[src/shared/idle_state_pkg.sv]
package idle_state_pkg;

    // -------------------------------------------------------------------
    // idle state and request source encodings
    // -------------------------------------------------------------------
    typedef enum logic [2:0] {CS_C0, CS_C1, CS_C1E, CS_C6, CS_C7} cstate_t;
    typedef enum logic [1:0] {SRC_HALT, SRC_MONITOR_WAIT_INSTRUCTION, SRC_PORT} req_src_t;

    // -------------------------------------------------------------------
    // sizes
    // -------------------------------------------------------------------
    localparam int NUM_CORES = 2;
    localparam int ADDR_W    = 8;
    localparam int DATA_W    = 32;
    localparam int RES_CNT_W = 8;

    // -------------------------------------------------------------------
    // register offsets
    // -------------------------------------------------------------------
    localparam logic [ADDR_W-1:0] REG_IDLE_CFG = 8'h00;
    localparam logic [ADDR_W-1:0] REG_MISC     = 8'h04;
    localparam logic [ADDR_W-1:0] REG_STATUS   = 8'h08;

    // -------------------------------------------------------------------
    // field positions and reset values
    // -------------------------------------------------------------------
    localparam int CFG_DEMOTE_EN_BIT = 0;
    localparam int CFG_POLICY_BIT    = 1;
    localparam int CFG_LIMIT_C1_BIT  = 2;
    localparam int CFG_BIU_GATE_BIT  = 3;
    localparam int CFG_W             = 4;
    localparam int MISC_PROMOTE_BIT  = 0;
    localparam int MISC_W            = 1;
    localparam logic [CFG_W-1:0]  CFG_RESET  = 4'h0;
    localparam logic [MISC_W-1:0] MISC_RESET = 1'h0;
    localparam int STAT_PKG_LSB    = 0;
    localparam int STAT_GRANT_LSB  = 4;
    localparam int STAT_GVALID_BIT = 7;
    localparam int STAT_CORE_LSB   = 8;
    localparam int STAT_CORE_STEP  = 4;
    localparam int STAT_PLATFORM_IDLE_LEVEL_ONE_BIT   = 16;
    localparam int STAT_RETAIN_BIT = 17;

    // -------------------------------------------------------------------
    // port-read levels and residency thresholds (cycles)
    // -------------------------------------------------------------------
    localparam logic [2:0] LEVEL_C6 = 3'h3;
    localparam logic [2:0] LEVEL_C7 = 3'h7;
    localparam logic [RES_CNT_W-1:0] RES_SHORT = 8'h20;
    localparam logic [RES_CNT_W-1:0] RES_LONG  = 8'h80;

endpackage : idle_state_pkg

[src/shared/core_link_if.sv]
`timescale 1ns/100ps
interface core_link_if;
    import idle_state_pkg::*;

    logic    demote_en;
    logic    demote_policy;
    cstate_t state;
    logic    halted;
    logic    c7_permit;

    modport tracker (input demote_en, input demote_policy,
                     output state, output halted, output c7_permit);
    modport resolver (output demote_en, output demote_policy,
                      input state, input halted, input c7_permit);

endinterface : core_link_if

[src/verilog/core_idle_state_resolver.sv]
// Functional notes
// - package request is the lowest idle state among all cores
// - level port reads become monitor-wait requests, no bus cycle, no monitor setup
// - any break event returns a core from idle to C0
// - halt or monitor-wait C1/C1E hint puts a core in C1 or C1E
// - a core in C1/C1E keeps servicing snoops
// - C6 entry saves context, then cuts voltage; exit powers and restores
// - C7 behaves as C6 and permits the platform idle state
// - auto-demotion turns C6/C7 into C1 until residency history suffices
// - auto-demotion is off after reset until firmware enables it
// - module C1 when all cores in C1 or deeper: clocks stopped, snoops wake
// - module C6 gates cores, may flush L2 and gate bus/L2 and graphics rail
// - package stays C0 while any core in C0 or no platform grant
// - platform idle level one only from package C6 or C7, L2 kept from C6
// - cores stay deep while an ungranted package stays shallower
// - package drops to C0 whenever its request changes between low-power states
// - package leaves any idle state at once on a break event
// - package C1 when one core in C1 and the rest C1 or deeper
// - enhanced halt lowers frequency first and voltage afterwards
// - package enhanced halt on hint, config limit or auto-promotion
// - no system notification on package C1 or C1E entry
// - package C6 when cores C6 or deeper and platform grants C6
// - package C7 only when all cores in C7, then system agent unpowered
`timescale 1ns/100ps
module core_idle_state_resolver
    import idle_state_pkg::*;
(
    input  wire logic                 clock,
    input  wire logic                 resetn,
    // register port
    input  wire logic [ADDR_W-1:0]    addr,
    input  wire logic [DATA_W-1:0]    wdata,
    input  wire logic                 wr_en,
    input  wire logic                 rd_en,
    output logic [DATA_W-1:0]         rdata,
    // core requests
    input  wire logic [NUM_CORES-1:0] idle_req,
    input  wire req_src_t             idle_src [NUM_CORES],
    input  wire logic [2:0]           idle_hint [NUM_CORES],
    input  wire logic [NUM_CORES-1:0] unmasked_interrupt,
    input  wire logic [NUM_CORES-1:0] nmi_event,
    input  wire logic [NUM_CORES-1:0] system_mgmt_interrupt,
    input  wire logic [NUM_CORES-1:0] pending_break_event,
    input  wire logic [NUM_CORES-1:0] msi_event,
    input  wire logic                 snoop_req,
    input  wire logic [NUM_CORES-1:0] save_done,
    input  wire logic [NUM_CORES-1:0] restore_done,
    output logic [NUM_CORES-1:0]      save_req,
    output logic [NUM_CORES-1:0]      power_off,
    output logic [NUM_CORES-1:0]      restore_req,
    output logic [NUM_CORES-1:0]      snoop_ok,
    // platform power unit
    output logic                      plat_req_valid,
    output cstate_t                   plat_req_state,
    input  wire logic                 plat_grant_valid,
    input  wire cstate_t              plat_grant_state,
    input  wire logic                 platform_idle_allow,
    input  wire logic [3:0]           l2_ways_left,
    // package controls
    output cstate_t                   pkg_state,
    output logic                      freq_low,
    output logic                      volt_low,
    output logic                      module_clk_stop,
    output logic                      cores_gated,
    output logic                      l2_flush,
    output logic                      biu_l2_off,
    output logic                      gfx_sram_off,
    output logic                      sys_agent_off,
    output logic                      platform_idle_level_one_req,
    output logic                      l2_retain,
    output logic                      deep_notify
);

    // -------------------------------------------------------------------
    // configuration registers
    // -------------------------------------------------------------------
    logic [CFG_W-1:0]  cfg_reg;
    logic [MISC_W-1:0] misc_reg;
    logic              wr_cfg, wr_misc;

    assign wr_cfg  = wr_en && (addr == REG_IDLE_CFG);
    assign wr_misc = wr_en && (addr == REG_MISC);

    always_ff @(posedge clock or negedge resetn) begin
        if (!resetn) begin
            cfg_reg  <= CFG_RESET;
            misc_reg <= MISC_RESET;
        end else begin
            if (wr_cfg)
                cfg_reg <= wdata[CFG_W-1:0];
            if (wr_misc)
                misc_reg <= wdata[MISC_W-1:0];
        end
    end

    // -------------------------------------------------------------------
    // per-core trackers
    // -------------------------------------------------------------------
    core_link_if link [NUM_CORES] ();

    logic [NUM_CORES-1:0] brk;
    cstate_t              core_st [NUM_CORES];
    logic [NUM_CORES-1:0] core_halted;
    logic [NUM_CORES-1:0] core_c7;

    genvar gi;
    generate
        for (gi = 0; gi < NUM_CORES; gi++) begin : g_core
            assign brk[gi] = unmasked_interrupt[gi] | nmi_event[gi] |
                             system_mgmt_interrupt[gi] | pending_break_event[gi] |
                             msi_event[gi];
            assign link[gi].demote_en     = cfg_reg[CFG_DEMOTE_EN_BIT];
            assign link[gi].demote_policy = cfg_reg[CFG_POLICY_BIT];
            assign core_st[gi]     = link[gi].state;
            assign core_halted[gi] = link[gi].halted;
            assign core_c7[gi]     = link[gi].c7_permit;

            core_idle_tracker u_core (
                .clock        (clock),
                .resetn       (resetn),
                .idle_req     (idle_req[gi]),
                .idle_src     (idle_src[gi]),
                .idle_hint    (idle_hint[gi]),
                .brk          (brk[gi]),
                .save_done    (save_done[gi]),
                .restore_done (restore_done[gi]),
                .save_req     (save_req[gi]),
                .power_off    (power_off[gi]),
                .restore_req  (restore_req[gi]),
                .snoop_ok     (snoop_ok[gi]),
                .link         (link[gi].tracker)
            );
        end
    endgenerate

    // -------------------------------------------------------------------
    // package request resolution
    // -------------------------------------------------------------------
    cstate_t core_min;
    logic    brk_any;
    logic    all_halted;
    logic    all_c7;

    always_comb begin
        core_min   = CS_C7;
        all_halted = 1'b1;
        for (int i = 0; i < NUM_CORES; i++) begin
            if (core_st[i] < core_min)
                core_min = core_st[i];
            if (!core_halted[i])
                all_halted = 1'b0;
        end
    end

    assign brk_any = |brk;
    assign all_c7  = &core_c7;

    cstate_t want;

    always_comb begin
        unique case (core_min)
            CS_C0:  want = CS_C0;
            CS_C1:  want = (misc_reg[MISC_PROMOTE_BIT] && all_halted) ?
                           CS_C1E : CS_C1;
            CS_C1E: want = CS_C1E;
            CS_C6:  want = cfg_reg[CFG_LIMIT_C1_BIT] ? CS_C1E : CS_C6;
            CS_C7:  want = cfg_reg[CFG_LIMIT_C1_BIT] ? CS_C1E :
                           (all_c7 ? CS_C7 : CS_C6);
            default: want = CS_C0;
        endcase
    end

    // -------------------------------------------------------------------
    // platform request and grant
    // -------------------------------------------------------------------
    cstate_t grant_state_reg;
    logic    grant_valid_reg, grant_valid_next, grant_take, req_changed;

    assign req_changed      = (want != plat_req_state);
    assign grant_take       = plat_grant_valid && plat_req_valid && !req_changed;
    assign grant_valid_next = !brk_any && !req_changed && (want != CS_C0) &&
                              (grant_valid_reg || grant_take);

    always_ff @(posedge clock or negedge resetn) begin
        if (!resetn) begin
            grant_valid_reg <= 1'b0;
            grant_state_reg <= CS_C0;
            plat_req_valid  <= 1'b0;
            plat_req_state  <= CS_C0;
        end else begin
            grant_valid_reg <= grant_valid_next;
            if (grant_take)
                grant_state_reg <= plat_grant_state;
            plat_req_state  <= want;
            plat_req_valid  <= (want != CS_C0) && !brk_any && !grant_valid_next;
        end
    end

    // -------------------------------------------------------------------
    // package state
    // -------------------------------------------------------------------
    cstate_t grant_now, pkg_next;
    logic    pkg_deep;

    assign grant_now = grant_take ? plat_grant_state : grant_state_reg;
    always_comb begin
        if (brk_any || !grant_valid_next)
            pkg_next = CS_C0;
        else if (grant_now < want)
            pkg_next = grant_now;
        else
            pkg_next = want;
    end

    assign pkg_deep = (pkg_next >= CS_C6);

    always_ff @(posedge clock or negedge resetn) begin
        if (!resetn) begin
            pkg_state <= CS_C0;
            freq_low  <= 1'b0;
            volt_low  <= 1'b0;
        end else begin
            pkg_state <= pkg_next;
            freq_low  <= (pkg_next == CS_C1E);
            volt_low  <= (pkg_next == CS_C1E) && freq_low;
        end
    end

    // -------------------------------------------------------------------
    // module and rail controls
    // -------------------------------------------------------------------
    logic flush_next;

    assign flush_next = pkg_deep && ((pkg_next == CS_C7) || (l2_ways_left == 4'h0) ||
                        cfg_reg[CFG_BIU_GATE_BIT]);

    always_ff @(posedge clock or negedge resetn) begin
        if (!resetn) begin
            module_clk_stop <= 1'b0;
            cores_gated     <= 1'b0;
            l2_flush        <= 1'b0;
            biu_l2_off      <= 1'b0;
            gfx_sram_off    <= 1'b0;
            sys_agent_off   <= 1'b0;
        end else begin
            module_clk_stop <= (core_min >= CS_C1) && !snoop_req && !brk_any;
            cores_gated     <= pkg_deep;
            l2_flush        <= flush_next;
            biu_l2_off      <= flush_next && cfg_reg[CFG_BIU_GATE_BIT];
            gfx_sram_off    <= pkg_deep && ((pkg_next == CS_C7) ||
                               cfg_reg[CFG_BIU_GATE_BIT]);
            sys_agent_off   <= (pkg_next == CS_C7);
        end
    end

    // -------------------------------------------------------------------
    // platform idle level and notification
    // -------------------------------------------------------------------
    always_ff @(posedge clock or negedge resetn) begin
        if (!resetn) begin
            platform_idle_level_one_req    <= 1'b0;
            l2_retain   <= 1'b0;
            deep_notify <= 1'b0;
        end else begin
            platform_idle_level_one_req    <= pkg_deep && platform_idle_allow;
            l2_retain   <= pkg_deep && platform_idle_allow &&
                           (pkg_next == CS_C6);
            deep_notify <= pkg_deep && (pkg_state < CS_C6);
        end
    end

    // -------------------------------------------------------------------
    // register read
    // -------------------------------------------------------------------
    logic [DATA_W-1:0] status_word;
    logic [DATA_W-1:0] read_mux;

    always_comb begin
        status_word = '0;
        status_word[STAT_PKG_LSB +: 3]   = pkg_state;
        status_word[STAT_GRANT_LSB +: 3] = grant_state_reg;
        status_word[STAT_GVALID_BIT]     = grant_valid_reg;
        status_word[STAT_PLATFORM_IDLE_LEVEL_ONE_BIT]       = platform_idle_level_one_req;
        status_word[STAT_RETAIN_BIT]     = l2_retain;
        for (int i = 0; i < NUM_CORES; i++)
            status_word[STAT_CORE_LSB + i*STAT_CORE_STEP +: 3] = core_st[i];
    end

    assign read_mux = (addr == REG_IDLE_CFG) ? {{(DATA_W-CFG_W){1'b0}}, cfg_reg} :
                      (addr == REG_MISC)     ? {{(DATA_W-MISC_W){1'b0}}, misc_reg} :
                      (addr == REG_STATUS)   ? status_word : '0;

    always_ff @(posedge clock or negedge resetn) begin
        if (!resetn)
            rdata <= '0;
        else
            rdata <= rd_en ? read_mux : '0;
    end

endmodule : core_idle_state_resolver

[src/verilog/core_idle_tracker.sv]
`timescale 1ns/100ps
module core_idle_tracker
    import idle_state_pkg::*;
(
    input  wire logic     clock,
    input  wire logic     resetn,
    input  wire logic     idle_req,
    input  wire req_src_t idle_src,
    input  wire logic [2:0] idle_hint,
    input  wire logic     brk,
    input  wire logic     save_done,
    input  wire logic     restore_done,
    output logic          save_req,
    output logic          power_off,
    output logic          restore_req,
    output logic          snoop_ok,
    core_link_if.tracker  link
);

    // -------------------------------------------------------------------
    // request translation
    // -------------------------------------------------------------------
    typedef enum logic [2:0] {ST_ACTIVE, ST_C1, ST_SAVE, ST_OFF, ST_RESTORE} core_st_t;

    core_st_t               st_reg, st_next;
    cstate_t                want, eff, deep_reg, deep_next;
    logic                   c1e_reg, c1e_next, halt_reg, halt_next, hist_ok_reg;
    logic [RES_CNT_W-1:0]   res_cnt_reg;
    logic [RES_CNT_W-1:0]   res_thresh;

    always_comb begin
        unique case (idle_src)
            SRC_HALT:  want = CS_C1;
            SRC_MONITOR_WAIT_INSTRUCTION: want = cstate_t'(idle_hint);
            SRC_PORT:  want = (idle_hint == LEVEL_C7) ? CS_C7 :
                              (idle_hint == LEVEL_C6) ? CS_C6 : CS_C1;
            default:   want = CS_C0;
        endcase
    end

    assign res_thresh = link.demote_policy ? RES_LONG : RES_SHORT;
    assign eff = ((want >= CS_C6) && link.demote_en && !hist_ok_reg) ? CS_C1 : want;

    // -------------------------------------------------------------------
    // core state machine
    // -------------------------------------------------------------------
    always_comb begin
        st_next   = st_reg;
        deep_next = deep_reg;
        c1e_next  = c1e_reg;
        halt_next = halt_reg;
        unique case (st_reg)
            ST_ACTIVE: if (idle_req && !brk && eff != CS_C0) begin
                halt_next = (idle_src == SRC_HALT);
                if (eff >= CS_C6) begin
                    st_next   = ST_SAVE;
                    deep_next = eff;
                end else begin
                    st_next  = ST_C1;
                    c1e_next = (eff == CS_C1E);
                end
            end
            ST_C1:      if (brk) st_next = ST_ACTIVE;
            ST_SAVE:    if (brk) st_next = ST_ACTIVE;
                        else if (save_done) st_next = ST_OFF;
            ST_OFF:     if (brk) st_next = ST_RESTORE;
            ST_RESTORE: if (restore_done) st_next = ST_ACTIVE;
            default:    st_next = ST_ACTIVE;
        endcase
    end

    always_ff @(posedge clock or negedge resetn) begin
        if (!resetn) begin
            st_reg   <= ST_ACTIVE;
            deep_reg <= CS_C6;
            c1e_reg  <= 1'b0;
            halt_reg <= 1'b0;
        end else begin
            st_reg   <= st_next;
            deep_reg <= deep_next;
            c1e_reg  <= c1e_next;
            halt_reg <= halt_next;
        end
    end

    // -------------------------------------------------------------------
    // residency history
    // -------------------------------------------------------------------
    always_ff @(posedge clock or negedge resetn) begin
        if (!resetn) begin
            res_cnt_reg <= '0;
            hist_ok_reg <= 1'b0;
        end else begin
            if (st_reg == ST_ACTIVE)
                res_cnt_reg <= '0;
            else if (res_cnt_reg != '1)
                res_cnt_reg <= res_cnt_reg + 1'b1;
            if (st_reg != ST_ACTIVE && res_cnt_reg >= res_thresh)
                hist_ok_reg <= 1'b1;
            else if (st_reg != ST_ACTIVE && st_next == ST_ACTIVE)
                hist_ok_reg <= 1'b0;
        end
    end

    // -------------------------------------------------------------------
    // registered outputs
    // -------------------------------------------------------------------
    always_ff @(posedge clock or negedge resetn) begin
        if (!resetn) begin
            save_req       <= 1'b0;
            power_off      <= 1'b0;
            restore_req    <= 1'b0;
            snoop_ok       <= 1'b0;
            link.state     <= CS_C0;
            link.halted    <= 1'b0;
            link.c7_permit <= 1'b0;
        end else begin
            save_req       <= (st_next == ST_SAVE);
            power_off      <= (st_next == ST_OFF);
            restore_req    <= (st_next == ST_RESTORE);
            snoop_ok       <= (st_next == ST_C1);
            link.state     <= (st_next == ST_C1) ? (c1e_next ? CS_C1E : CS_C1) :
                              (st_next == ST_OFF) ? deep_next : CS_C0;
            link.halted    <= (st_next == ST_C1) && halt_next;
            link.c7_permit <= (st_next == ST_OFF) && (deep_next == CS_C7);
        end
    end

endmodule : core_idle_tracker

[config.mk]
export PLATFORM = sky130hd
export DESIGN_NAME = core_idle_state_resolver
export DESIGN_NICKNAME = d
export VERILOG_FILES = /design/src/shared/idle_state_pkg.sv /design/src/shared/core_link_if.sv /design/src/verilog/core_idle_state_resolver.sv /design/src/verilog/core_idle_tracker.sv
export SDC_FILE = /design/constraint.sdc
export NUM_CORES = 1
export LEC_CHECK = 0
export ABC_AREA = 0
export ABC_CLOCK_PERIOD_IN_PS = 9700
export BUFFER_PORTS_ARGS = -buffer_cell sky130_fd_sc_hd__buf_4
export CORE_MARGIN = 2
export CORE_UTILIZATION = 37
export CTS_CLUSTER_SIZE = 24
export DETAILED_ROUTE_END_ITERATION = 16
export PLACE_DENSITY = 0.58
export SLEW_MARGIN = 25
export SYNTH_ARGS = -nofsm -noshare
export SYNTH_HDL_FRONTEND = slang
export SYNTH_HIERARCHICAL = 1
export SYNTH_SLANG_ARGS = --single-unit
export TNS_END_PERCENT = 10
[constraint.sdc]
create_clock -name clock -period 9.7 [get_ports clock]
set_input_delay 0.485 -clock clock [delete_from_list [all_inputs] [get_ports clock]]
set_output_delay 0.485 -clock clock [all_outputs]
set_load 0.05 [all_outputs]
# Word-level counts from Yosys, hierarchy flattened
# Cells that the tools add are included.
word_totals:
  register_bits: 97
classes:
  addsub: 2
  magnitude_cmp: 12
  eq_ne: 40
  muxes: 71
  n_bitwise: 8
  reduce_logical: 67
ops:
  columns: ["operator", "n"]
  rows:
  - ["$mux W3", 33]
  - ["$mux W18", 4]
  - ["$eq A3 B2 Y1 const B", 16]
  - ["$mux W8", 5]
  - ["$logic_and A1 B1 Y1", 35]
  - ["$eq A3 B3 Y1 const B", 10]
  - ["$pmux W3 S5", 2]
  - ["$pmux W3 S3", 2]
  - ["$mux W1", 17]
  - ["$add A8 B1 Y8 const B", 2]
  - ["$ge A8 B8 Y1", 2]
  - ["$ne A8 B8 Y1 const B", 2]
  - ["$eq A3 B1 Y1 const B", 5]
  - ["$ge A3 B2 Y1 const B", 5]
  - ["$reduce_bool A3 Y1", 5]
  - ["$mux W2", 7]
  - ["$logic_not A3 Y1", 4]
  - ["$pmux W3 S4", 1]
  - ["$eq A8 B3 Y1 const B", 1]
  - ["$eq A8 B4 Y1 const B", 1]
  - ["$logic_not A1 Y1", 8]
  - ["$logic_not A8 Y1", 1]
  - ["$or A1 B1 Y1", 8]
  - ["$reduce_bool A2 Y1", 4]
  - ["12 further kinds", 20]

# Depth between registers and ports, before layout
depth:
  depth_word: 19
  mapped_depth: 18
  depth_no_buf: 18

# Hierarchy
# The synthesis kept the hierarchy.
by_module_without_submodules:
  columns: ["mod", "instances", "cells_per_inst", "area_each_um2", "seq_area_each_um2"]
  rows:
  - ["core_idle_state_resolver", 1, 235, 2349.8, 1076.0]
  - ["core_idle_tracker (g_core[0].u_core)", 1, 144, 1446.4, 653.1]
  - ["core_idle_tracker (g_core[1].u_core)", 1, 140, 1371.3, 653.1]

# Least setup slack after synthesis
# OpenSTA, ideal clock, no wires.
synth_timing:
  path_type: "register to register"
  from: "reg g_core[0].u_core.link.state[2]"
  to: "reg deep_notify"
  arrival_ns: 4.112
  t_required_ns: 9.604
  slack_ns: 5.492
  path_stages_with_launch: 18
  n_path_buf: 0
  synth_period_minus_slack_ns: 4.208
  path_cell_list: "dfrtp_1 -> inv_1 -> nand2_1 -> ha_1 -> nand2_1 -> o211ai_1 -> o31ai_2 -> or3_1 -> a31o_2 -> a21oi_1 -> mux2i_1 -> inv_1 -> ha_1 -> a21oi_1 -> nand2_1 -> a221oi_4 -> a32oi_1 -> a211oi_1"
synth_rtl:
  columns: ["item", "line", "source"]
  rows:
  - ["start: declaration", "core_link_if.sv:12", "output state, output halted, output c7_permit);"]
  - ["start signal: assignment", "core_idle_tracker.sv:122", "link.state <= (st_next == ST_C1) ? (c1e_next ? CS_C1E : CS_C1) :"]
  - ["$lt A3 B3 Y1", "core_idle_state_resolver.sv:148", "if (core_st[i] < core_min)"]
  - ["$mux W3 *", "core_idle_state_resolver.sv:148", null]
  - ["$lt A3 B3 Y1", "core_idle_state_resolver.sv:148", null]
  - ["$mux W3 *", "core_idle_state_resolver.sv:148", null]
  - ["$eq A3 B3 Y1, or another cell as far along", "core_idle_state_resolver.sv:161", "unique case (core_min)"]
  - ["$pmux W3 S4 *", "core_idle_state_resolver.sv:161", null]
  - ["$ne A3 B3 Y1 *", "core_idle_state_resolver.sv:179", "assign req_changed = (want != plat_req_state);"]
  - ["$logic_not A1 Y1 *", "core_idle_state_resolver.sv:180", "assign grant_take = plat_grant_valid && plat_req_valid && !req_changed;"]
  - ["$logic_and A1 B1 Y1 *", "core_idle_state_resolver.sv:180", null]
  - ["$mux W3 *", null, null]
  - ["named net grant_now[2]", "core_idle_state_resolver.sv:202", "cstate_t grant_now, pkg_next;"]
  - ["$lt A3 B3 Y1 *", "core_idle_state_resolver.sv:209", "else if (grant_now < want)"]
  - ["$mux W3 *", "core_idle_state_resolver.sv:209", null]
  - ["$mux W3 *", "core_idle_state_resolver.sv:207", "if (brk_any || !grant_valid_next)"]
  - ["named net pkg_next[0]", "core_idle_state_resolver.sv:202", null]
  - ["$ge A3 B2 Y1 *", "core_idle_state_resolver.sv:215", "assign pkg_deep = (pkg_next >= CS_C6);"]
  - ["$logic_and A1 B1 Y1 *", "core_idle_state_resolver.sv:268", "deep_notify <= pkg_deep && (pkg_state < CS_C6);"]
  - ["end signal: assignment", "core_idle_state_resolver.sv:268", null]
  - ["end: declaration", "core_idle_state_resolver.sv:71", "output logic deep_notify"]
# The timed path passes the listed nets; every way through them passes the cells marked *.
# A chain may end at the register's enable or synchronous reset.

# Worst setup path in the final report
# Same ends and word-level chain as after synthesis.

==> qor.txt <==
Mapped Area: 5167 um^2
unrepaired setup endpoints after global routing: no
drt initial violations: 253
commonest non-fill, non-tap cell in the layout: buf_4
minimum clock period: 4.837 ns
Power Dens Cells: 135.9 nW/um^2
Worst-Skew Late Latency: 0.36 ns
commonest non-fill, non-tap cells in the layout: buf_4, dfrtp_1, nor2_1
CTS tree: yes
syn avg cell area: 9.957 um^2
Post-synth EDFFs: 0
CP Capture Type: flop
cts hold-fix bufs: 0
final wirelength: 11870 um
LEAKAGE: 0.003015 uW
core area: 13770 um^2
FF+latch area: 2382 um^2
final net count: 708
total vias in the final route: 4107
HPWL after DPL: 9012 um
Die ar.: 14930 um^2
routed wl met2: 5742 um
I/O Buffers: 93
vias in the first global route: 4042
Bufs on Longest Clock Path: 2
net switching power: 219.1 uW
Num CTS Buffers: 9
initial antenna violation count: 0
share of cells above drive strength 1: 26.13%
Clock Power Share: 43.9%
r2r worst-path depth: 16
sequential area share after synthesis: 46.10%
outcome: completed
Rel. slew slack: 46.71%
DRT met1 WL: 5530 um
antenna-violating nets left: 0
synth unique cells: 84
Syn Inst Count: 519
drt drc: 0
DR WL/cell: 14.84 um
Root Buffer: clkbuf_16
internal power: 637.2 uW
vias per std cell: 5.134
Multi-input gate area: 2522 um^2
met3 wire len: 456 um
WP data arrival: 5.10 ns
CTS clk-pin slew, worst paths: 0.07 ns
Logic pwr share: 8.4%
number of synthesis warnings: 6
register bit total from synthesis: 95
Reg power frac: 47.7%
1st-pass router iterations: 4
area grow syn2layout: 21.96%
Setup CP Type: flop to flop
critical path required time: 9.97 ns
I/O Pins: 138
final max-slew violation count: 0
R2R Setup Slk: 4.86 ns
prevailing post-synth register cell: dfrtp_1
Sink Count: 95
Placed Cells incl. Taps: 784
Initial Util: 37.52%
overflow left after global routing: 0
crit path from: g_core[0].u_core/link.state[2]$_DFF_PN0_
async set-reset flop share out of synthesis: 100.0%
Hold Path Class: input pin to async pin
Reg-to-Reg End: deep_notify$_DFF_PN0_
row cnt: 43
Final TNS setup: 0 ns
Max Cap Viol: 0
sw frac: 25.59%
global-route wire length before repair: 19620 um
Die Y: 122.2 um
Final GP Congestion: 0.8827
Chip Width: 122.2 um
Post-CTS Resized: 0
non-filler cells, final: 800
final core occ: 45.76%
peak supply drop: 0.06641 mV
final setup vio count: 0
antenna diode count: 0
CP startpoint kind: flop
CTS H-tree depth: 3
fin crit share: 49.86%
final hold viol count: 0
Post-CTS Setup Inserts: 0
largest net degree at the start of global routing: 60
FMAX: 206.8 MHz
FILL cells: 1350
Top Metal Used: met4
Setup Skew: 0.007621 ns
R2R Path Start: g_core[0].u_core/link.state[2]$_DFF_PN0_
crit-path max FO: 6
GRT Util Overall: 16.77%
Slew @ Worst Pin: 0.7932 ns
## power by group through the flow
stage               clock network, uW  logic (uW)  registers, uW
detailed placement                  0        73.1            416
global route                      403        80.0            409
finish                            376        72.1            408
global placement                    0        71.8            416
CTS                               387        73.0            408
floorplan                           0        46.3            415
## per-layer routing
metal | GRT usage, % | vias to the layer above
met2 | 26.75 | 65
met5 | 0 | -
met1 | 22.32 | 1995
li1 | - | 2035
met4 | 4.957 | 0
met3 | 4.588 | 12
## cell usage after synthesis (all sizes together), types with 2 or more instances
library cell  number  area, um^2
a21oi             28       155.2
mux2i              9       90.09
a211o              3       27.53
nor4bb             2       20.02
o21a               5       52.55
a32o               2       20.02
mux2               7       78.83
a31o               2       17.52
and2              21       132.6
and4               2       17.52
nor2b              6       37.54
nand2             29       108.9
or2                2       15.02
and3               9       63.81
a31oi             11       68.82
dfstp              4       105.1
nand4              8       50.05
nor4               3       40.04
dfrtp             91        2277
a221oi             3       56.31
a21o               6       45.04
o2111ai            3       26.28
buf               21       157.7
nand3b             5       50.05
o21bai             3       22.52
a211oi             8       75.08
or3                5       32.53
a32oi              2       17.52
nor3b              5       47.54
xnor2              4       35.03
nor3              29       150.1
xor2               2       17.52
nand3             20       100.1
or4                2       15.01
nand2b             6       37.54
o211ai             6       63.81
nor2              43       168.9
o31ai              6       65.06
o21ai             24       123.9
ha                13       162.7
clkbuf             4       15.01
inv               39       146.4
## area by class of cell
cell class / count / area share, %
tap: 180 / 3.574
sequential: 95 / 37.80
multi-input combinational: 375 / 40.02
clock buffer: 9 / 3.574
timing repair buffer: 95 / 11.32
clock inverter: 7 / 1.390
inverter: 39 / 2.323
## critical path, cell delays in order (launching register included)
cell and delay (ns):
dfrtp_1 0.46, inv_1 0.09, ha_1 0.37, a21oi_1 0.24, o2111ai_1 0.24, a221o_1 0.44
and2_2 0.20, a31o_2 0.21, a21oi_1 0.33, mux2i_1 0.24, inv_1 0.08, ha_1 0.31
a21oi_1 0.45, nand2_1 0.18, a221oi_4 0.45, a32oi_1 0.21, a211oi_1 0.25
## logic make-up after synthesis
logic type / after synthesis / synth area share, %
AOI/OAI and AO/OA: 121 / 17.94
xor gates and xnor gates: 6 / 1.017
adders and majority gates: 13 / 3.148
buffers and inverters: 64 / 6.174
DFF: 95 / 46.10
muxes: 16 / 3.269
other: 1 / 0.07257
and+or+nand+nor: 203 / 22.28
## per-stage QoR
step	hold slack, ns	power (uW)	area [um^2]	worst slack [ns]
2_1_floorplan	0.1894	460.9	5224	5.492
5_1_grt	0.1018	892.2	6302	4.426
3_5_place_dp	0.4606	489.0	5989	4.931
4_1_cts	0.07883	868.6	6302	4.852
6_report	0.07205	856.3	6302	4.863
3_3_place_gp	0.4553	487.7	5989	5.054
## worst max path at each step
stage | cells after the start | to
2_1_floorplan | 17 | deep_notify$_DFF_PN0_
3_3_place_gp | 17 | deep_notify$_DFF_PN0_
3_5_place_dp | 16 | deep_notify$_DFF_PN0_
4_1_cts | 16 | deep_notify$_DFF_PN0_
5_1_grt | 17 | deep_notify$_DFF_PN0_
6_report | 16 | deep_notify$_DFF_PN0_
No activity file was read; power rests on OpenSTA's default activity.
